### src/hw/flag_bank_pkg.sv
// Constants and register layout for the interrupt flag status bank.
// Assumes a single 25 MHz clock domain and an AHB-Lite register bus.
package flag_bank_pkg;

  // ----------------------------------------
  // Register offsets (byte addresses)
  // ----------------------------------------
  localparam logic [7:0] OFS_TIMER_GATE = 8'h00;
  localparam logic [7:0] OFS_PORT_TWO   = 8'h04;
  localparam logic [7:0] OFS_IRQ_MASK   = 8'h08;
  localparam logic [7:0] OFS_IRQ_STATUS = 8'h0C;

  // ----------------------------------------
  // Field positions and reset values
  // ----------------------------------------
  localparam int          BIT_TIMER_GATE   = 5;
  localparam int          BIT_COLLISION    = 2;
  localparam int          BIT_PORT_EVENT   = 1;
  localparam int          NUM_EVENTS       = 3;
  localparam logic [2:0]  EVENTS_RESET     = 3'h0;
  localparam logic [15:0] REG_RESET        = 16'h0000;

  typedef enum logic [1:0] {
    AHB_IDLE   = 2'h0,
    AHB_BUSY   = 2'h1,
    AHB_NONSEQ = 2'h2,
    AHB_SEQ    = 2'h3
  } htrans_t;

endpackage

### src/hw/flag_cell.sv
// One sticky flag: hardware pulse sets, software write of zero clears.
// Assumes set and write strobes are synchronous to clk.
`timescale 1ns/10ps
module flag_cell
  import flag_bank_pkg::*;
(
  input  wire logic clk,
  input  wire logic srst,
  input  wire logic ce,
  input  wire logic present,
  input  wire logic setPulse,
  input  wire logic wrEn,
  input  wire logic wrBit,
  output logic      flag
);

  logic flag_r;
  logic flag_nxt;

  always_comb begin
    flag_nxt = flag_r;
    if (wrEn) begin
      flag_nxt = wrBit;
    end
    if (setPulse) begin
      flag_nxt = 1'b1;
    end
    if (!present) begin
      flag_nxt = 1'b0;
    end
  end

  always_ff @(posedge clk) begin
    if (srst) begin
      flag_r <= 1'b0;
    end else if (ce) begin
      flag_r <= flag_nxt;
    end
  end

  assign flag = flag_r;
endmodule

### src/hw/ahb_regs_port.sv
// AHB-Lite slave front end: captures address phase, gives write strobes.
// Assumes one master, single word transfers; waits only while ce is low, OKAY.
`timescale 1ns/10ps
module ahb_regs_port
  import flag_bank_pkg::*;
(
  input  wire logic        clk,
  input  wire logic        srst,
  input  wire logic        ce,
  input  wire logic        hsel,
  input  wire logic [7:0]  haddr,
  input  wire logic [1:0]  htrans,
  input  wire logic        hwrite,
  input  wire logic        hready,
  output logic             wrValid,
  output logic             rdValid,
  output logic [7:0]       phaseAddr
);

  logic       wr_r;
  logic       wr_nxt;
  logic       rd_r;
  logic       rd_nxt;
  logic [7:0] addr_r;
  logic [7:0] addr_nxt;
  logic       take;

  always_comb begin
    take     = hsel && hready && htrans[1];
    wr_nxt   = take && hwrite;
    rd_nxt   = take && !hwrite;
    addr_nxt = take ? haddr : addr_r;
  end

  always_ff @(posedge clk) begin
    if (srst) begin
      wr_r   <= 1'b0;
      rd_r   <= 1'b0;
      addr_r <= 8'h00;
    end else if (ce) begin
      wr_r   <= wr_nxt;
      rd_r   <= rd_nxt;
      addr_r <= addr_nxt;
    end
  end

  assign wrValid   = wr_r && ce;
  assign rdValid   = rd_r;
  assign phaseAddr = addr_r;

endmodule

### src/hw/interrupt_flag_status_bank.sv
// Interrupt flag status bank: timer gate flag and port two flags.
// Assumes AHB-Lite master on clk; peripherals give one-cycle request pulses.
`timescale 1ns/10ps
module interrupt_flag_status_bank
  import flag_bank_pkg::*;
#(
  parameter bit HAS_PORT_TWO = 1'b1
)
(
  input  wire logic        clk,
  input  wire logic        srst,
  input  wire logic        ce,
  input  wire logic        hsel,
  input  wire logic [7:0]  haddr,
  input  wire logic [1:0]  htrans,
  input  wire logic        hwrite,
  input  wire logic [2:0]  hsize,
  input  wire logic [31:0] hwdata,
  input  wire logic        hready,
  output logic [31:0]      hrdata,
  output logic             hreadyout,
  output logic             hresp,
  input  wire logic        timerGateReq,
  input  wire logic        collisionReq,
  input  wire logic        portEventReq,
  output logic             irq
);

  // ----------------------------------------
  // Bus front end
  // ----------------------------------------
  logic       wrValid;
  logic       rdValid;
  logic [7:0] phaseAddr;

  ahb_regs_port u_port (
    .clk       (clk),
    .srst      (srst),
    .ce        (ce),
    .hsel      (hsel),
    .haddr     (haddr),
    .htrans    (htrans),
    .hwrite    (hwrite),
    .hready    (hready),
    .wrValid   (wrValid),
    .rdValid   (rdValid),
    .phaseAddr (phaseAddr)
  );

  function automatic logic hit(input logic [7:0] a, input logic [7:0] ofs);
    hit = (a == ofs);
  endfunction

  function automatic logic is_mapped(input logic [7:0] a);
    is_mapped = hit(a, OFS_TIMER_GATE) || hit(a, OFS_PORT_TWO)
             || hit(a, OFS_IRQ_MASK) || hit(a, OFS_IRQ_STATUS);
  endfunction

  // ----------------------------------------
  // Flag cells, one per event
  // ----------------------------------------
  logic [NUM_EVENTS-1:0] req;
  logic [NUM_EVENTS-1:0] present;
  logic [NUM_EVENTS-1:0] wrEn;
  logic [NUM_EVENTS-1:0] wrBit;
  logic [NUM_EVENTS-1:0] flags;

  assign req     = {timerGateReq, collisionReq, portEventReq};
  assign present = {1'b1, HAS_PORT_TWO, HAS_PORT_TWO};

  // ----------------------------------------
  // Write and read decode, shared with the checks
  // ----------------------------------------
  logic                  timerWr;
  logic                  portWr;
  logic                  maskWr;
  logic                  statusWr;
  logic                  rdTake;
  logic [NUM_EVENTS-1:0] wrLow;
  logic [NUM_EVENTS-1:0] setMask;
  logic [NUM_EVENTS-1:0] clrMask;

  assign timerWr  = wrValid && hit(phaseAddr, OFS_TIMER_GATE);
  assign portWr   = wrValid && hit(phaseAddr, OFS_PORT_TWO);
  assign maskWr   = wrValid && hit(phaseAddr, OFS_IRQ_MASK);
  assign statusWr = wrValid && hit(phaseAddr, OFS_IRQ_STATUS);
  assign rdTake   = ce && hsel && hready && htrans[1] && !hwrite;
  assign wrLow    = hwdata[NUM_EVENTS-1:0];
  assign setMask  = req & present;
  assign clrMask  = statusWr ? (wrLow & ~setMask) : EVENTS_RESET;

  always_comb begin
    wrEn[2]  = wrValid && hit(phaseAddr, OFS_TIMER_GATE);
    wrBit[2] = hwdata[BIT_TIMER_GATE];
    wrEn[1]  = wrValid && hit(phaseAddr, OFS_PORT_TWO);
    wrBit[1] = hwdata[BIT_COLLISION];
    wrEn[0]  = wrValid && hit(phaseAddr, OFS_PORT_TWO);
    wrBit[0] = hwdata[BIT_PORT_EVENT];
  end

  generate
    for (genvar i = 0; i < NUM_EVENTS; i++) begin : g_flag
      flag_cell u_cell (
        .clk      (clk),
        .srst     (srst),
        .ce       (ce),
        .present  (present[i]),
        .setPulse (req[i]),
        .wrEn     (wrEn[i]),
        .wrBit    (wrBit[i]),
        .flag     (flags[i])
      );
    end
  endgenerate

  // ----------------------------------------
  // Interrupt status (write one to clear) and mask
  // ----------------------------------------
  logic [NUM_EVENTS-1:0] status_r;
  logic [NUM_EVENTS-1:0] status_nxt;
  logic [NUM_EVENTS-1:0] mask_r;
  logic [NUM_EVENTS-1:0] mask_nxt;

  always_comb begin
    status_nxt = status_r;
    mask_nxt   = mask_r;
    if (wrValid && hit(phaseAddr, OFS_IRQ_STATUS)) begin
      status_nxt = status_r & ~hwdata[NUM_EVENTS-1:0];
    end
    if (wrValid && hit(phaseAddr, OFS_IRQ_MASK)) begin
      mask_nxt = hwdata[NUM_EVENTS-1:0];
    end
    // Set beats clear so no event is lost
    status_nxt = status_nxt | (req & present);
  end

  always_ff @(posedge clk) begin
    if (srst) begin
      status_r <= EVENTS_RESET;
      mask_r   <= EVENTS_RESET;
    end else if (ce) begin
      status_r <= status_nxt;
      mask_r   <= mask_nxt;
    end
  end

  assign irq = |(status_r & mask_r);

  // ----------------------------------------
  // Read data, registered at the address phase
  // ----------------------------------------
  logic [15:0] timerReg;
  logic [15:0] portReg;
  logic [31:0] rdata_r;
  logic [31:0] rdata_nxt;

  always_comb begin
    timerReg = REG_RESET;
    timerReg[BIT_TIMER_GATE] = flags[2];
    portReg = REG_RESET;
    portReg[BIT_COLLISION]  = flags[1];
    portReg[BIT_PORT_EVENT] = flags[0];
  end

  always_comb begin
    rdata_nxt = 32'h0000_0000;
    if (hit(haddr, OFS_TIMER_GATE)) begin
      rdata_nxt = {16'h0000, timerReg};
    end else if (hit(haddr, OFS_PORT_TWO)) begin
      rdata_nxt = {16'h0000, portReg};
    end else if (hit(haddr, OFS_IRQ_MASK)) begin
      rdata_nxt = {29'h0, mask_r};
    end else if (hit(haddr, OFS_IRQ_STATUS)) begin
      rdata_nxt = {29'h0, status_r};
    end
  end

  always_ff @(posedge clk) begin
    if (srst) begin
      rdata_r <= 32'h0000_0000;
    end else if (rdTake) begin
      rdata_r <= rdata_nxt;
    end
  end

  assign hrdata    = rdata_r;
  // Stall while frozen, so a transfer is never dropped
  assign hreadyout = ce;
  assign hresp     = 1'b0;
endmodule

### config.mk
export PLATFORM = sky130hd
export DESIGN_NAME = interrupt_flag_status_bank
export DESIGN_NICKNAME = d
export VERILOG_FILES = /design/src/hw/flag_bank_pkg.sv /design/src/hw/flag_cell.sv /design/src/hw/ahb_regs_port.sv /design/src/hw/interrupt_flag_status_bank.sv
export SDC_FILE = /design/constraint.sdc
export NUM_CORES = 1
export LEC_CHECK = 0
export BUFFER_PORTS_ARGS = -buffer_cell sky130_fd_sc_hd__buf_2
export CAP_MARGIN = 15
export CORE_ASPECT_RATIO = 1.5
export CORE_UTILIZATION = 38
export CTS_BUF_LIST = sky130_fd_sc_hd__clkbuf_8
export DETAILED_ROUTE_END_ITERATION = 6
export GPL_TIMING_DRIVEN = 0
export PLACE_DENSITY = 0.76
export SYNTH_ARGS = -nofsm -noshare
export SYNTH_HDL_FRONTEND = slang
export SYNTH_SLANG_ARGS = --single-unit
### constraint.sdc
create_clock -name clk -period 1.7 [get_ports clk]
set_input_delay 0.085 -clock clk [delete_from_list [all_inputs] [get_ports clk]]
set_output_delay 0.085 -clock clk [all_outputs]
set_load 0.005 [all_outputs]
==> flow_summary.ini <==
[clock_tree]
clock-sinks = 22
htree_levels = 1
clock_tree.buffer_depth = 2
cts_made_buffers = 3
ctsRootBufferMaster = clkbuf_8
clk_transition_reported_paths_ns = 0.07
worstSkewPairLatency_ns = 0.26
cts_tree = built

[min_path]
hold_path.startpoint = haddr[6]
hold_class = primary input to flip-flop
holdPathEnd = u_port.phaseAddr[6]
whs_path_depth = 3

[logic_synthesis]
number_of_flops_mapped_to_enable_cells_by_yosys = 0
post-synth-top-area-fraction = 0.343
yosys_most_used_dff = dfxtp_1
synthesis.yosys.warnings = 0
ys_top_cells_by_area = dfxtp_1 (34%), buf_4 (18%), a21oi_1 (5.8%)
synth.distinct_cells = 29
synthesis.area_per_instance_um2 = 8.18
instance_count_of_the_mapped_netlist = 157
syn_area_um2 = 1280
synthDominantAreaCellType = dfxtp_1
synth-async-reset-ratio = 0
seq_area_frac_synth = 0.343
ys_seq_elements = 22

[power_and_ir_drop]
post-layout-total-power_mw = 1.04
sw_frac_of_total = 0.247
p_int_uw = 782
powerDensity_nw_per_um2 = 640
power.share.clock = 0.307
power_leakage_nw = 0.765
vdd.ir_drop.worst_v = 0.000378
p_switching_uw = 256
seqPwrFrac = 0.520
power_frac_comb = 0.172

[global_route]
grt.overflow.total = 0
vias_in_the_first_global_route = 993
first_pass_grt_wire_length_um = 4310
grt_start_max_net_pins = 12
grt_usage = 0.158
antenna_found_initial = 0

[critical_path]
critPathKind = flip-flop to flip-flop
crit_family = simple AND/OR/NAND/NOR gates
crit-reg2reg-capture = mask_r[0]
path_common_cell = or4_4
ff2ff_setup_slack_ns = 0.02
startpoint = u_port.phaseAddr[5]
critical_path_capture_point_type = flip-flop
timing.critical_path.from_type = flip-flop
cp_data_arrival_time_ns = 1.83
rr_worst_depth = 3
worstReg2RegStart = u_port.phaseAddr[5]
critical_path.n_buffers_inverters = 0
cpMaxStageDelayCell = or4_4
critPathRequiredTime_ns = 1.85
cells_traversed_along_the_worst_timing_path = or4_4 > or4_4 > mux2i_1
worst-path-max-fanout = 4
delay_contributed_by_the_slowest_stage_of_the_critical_path_ns = 0.57

[sta]
finalCritPeriodShare = 0.988
setup-tns-final_ns = 0
rsz_0062_raised_after_global_routing = yes
final-setup-viol-count = 0
timing.max_slew.rel_slack = 0.629
final_max_slew_viol_count = 0
fmax_mhz = 595
worst_pin_slew_ns = 0.551
finalHoldViolations = 0
clock-skew-final_ns = 0.00106
period_minus_slack_ns = 1.68

[die]
core_area_um2 = 3190
die_area_um2 = 3620
chipWidth_um = 49.5
num_rows = 25
die_height_um = 73.2
start_util = 0.403
pin_count = 89

[placement]
final_weighted_congestion_in_routability_driven_placement = 0.827
portBuffers = 27
place_hpwl_um = 2120

[drt]
post_drt_via_cell_ratio = 4.52
routed_wirelength_um = 2650
drt_pre_antenna_iters = 4
vias = 1149
route.detailed.wl_per_inst_um = 10.4
detailedRoute.firstIterationViolations = 24
route.antenna.remaining_nets = 0
drc_errors = 0

[finish]
drive_gt1_frac = 0.322
flow.area_growth_from_synthesis_pct = 26.1
antennaDiodeCount = 0
layout.nets = 270

[status]
run_status = finished clean

[run]
number_of_max_cap_violations = 0
per-stage QoR:
stage / instance area, um^2 / std cells / util / hold slack [ns] / worst slack (ns)
6_report: 1620 / 254 / 0.508 / 0.0666 / 0.0197
5_1_grt: 1620 / 254 / 0.508 / 0.0773 / -0.0168
4_1_cts: 1620 / 254 / 0.508 / 0.0709 / 0.0216
3_5_place_dp: 1580 / 252 / 0.494 / 0.346 / -0.0317
3_3_place_gp: 1580 / 252 / 0.494 / 0.339 / -0.0197
2_1_floorplan: 1390 / 185 / - / 0.221 / 0.0300
synth_stat cells (2+ instances only):
library cell,count
a21boi_0,3
o21ai_0,5
a211oi_1,3
dfxtp_1,22
clkbuf_1,6
or4_4,2
nand2b_1,6
nand2_1,17
o22ai_1,2
nor2b_1,4
a21oi_1,15
buf_4,30
mux2_2,5
nor4_1,2
nand4_1,3
a22oi_1,2
inv_1,3
mux2i_1,4
nor2_1,13
layout by cell type, fill, tap and decap left out, types with 2 or more instances in the layout:
cell type,netlist,layout
mux2i_1,4,4
nor2_1,13,13
dfxtp_1,22,22
a22oi_1,2,2
buf_4,30,30
nand2_1,17,17
o21ai_0,5,5
buf_2,0,27
o22ai_1,2,2
nand4_1,3,3
clkbuf_1,6,6
clkbuf_8,0,3
mux2_2,5,5
nand2b_1,6,6
nor2b_1,4,4
inv_1,3,3
a21oi_1,15,15
conb_1,1,29
a211oi_1,3,3
a21boi_0,3,3
or4_4,2,2
power groups by stage:
| stage | combinational, mW | clock, mW | sequential, mW |
|---|---|---|---|
| CTS | 0.177 | 0.322 | 0.540 |
| detailed placement | 0.175 | 0 | 0.551 |
| global placement | 0.173 | 0 | 0.551 |
| floorplan | 0.125 | 0 | 0.548 |
| global route | 0.199 | 0.337 | 0.541 |
| finish | 0.179 | 0.319 | 0.540 |
layout make-up:
cell class,count,area (um^2)
Tap cell,40,50.0
Clock buffer,3,41.3
Timing Repair Buffer,27,135
Sequential cell,22,440
Inverter,3,11.3
Multi-Input combinational cell,123,694
Buffer,36,248
Fill cell,333,1570
state kept, by name, indices dropped and copies added, names as in the netlist:
signal / cells
u_port.phaseAddr: 8
hrdata: 4
status_r: 3
u_port.wr_r: 1
g_flag.u_cell.flag: 3
mask_r: 3
timing repair:
item / in CTS / in global routing
gates cloned: 0 / 0
endpoints found under the setup margin: 6 / 4
pin swaps: 1 / 1
buffers inserted: 0 / 0
hold buffers: 0 / 0
resized for setup: 2 / 0
worst max-delay path by stage:
| stage | end | slack [ns] | cells past startpoint |
|---|---|---|---|
| 3_3_place_gp | mask_r[0] | -0.02 | 4 |
| 6_report | mask_r[0] | 0.02 | 3 |
| 4_1_cts | mask_r[0] | 0.02 | 3 |
| 5_1_grt | mask_r[0] | -0.02 | 3 |
| 3_5_place_dp | g_flag[2].u_cell.flag | -0.03 | 3 |
| 2_1_floorplan | mask_r[0] | 0.03 | 4 |
layer usage:
metal  routed length [um]  GRT usage  vias to the layer above
li1                     -          -                      598
met1                 1030      0.158                      502
met2                 1390      0.300                       44
met3                  160     0.0208                        5
met4                   65      0.102                        0
met5                    0          0                        -
logic make-up after synthesis:
kind of cell	count (synthesis)	share of synthesized area
and+or+nand+nor	53	0.220
AOI/OAI and AO/OA	32	0.149
other	1	0.00292
DFF	22	0.343
muxes	9	0.0750
buffers and inverters	40	0.210
worst min-delay path, cell delays in order:
cell and delay (ns):
buf_2 0.10, nand2_1 0.05, a21oi_1 0.05
(Power assumes the default switching activity.)
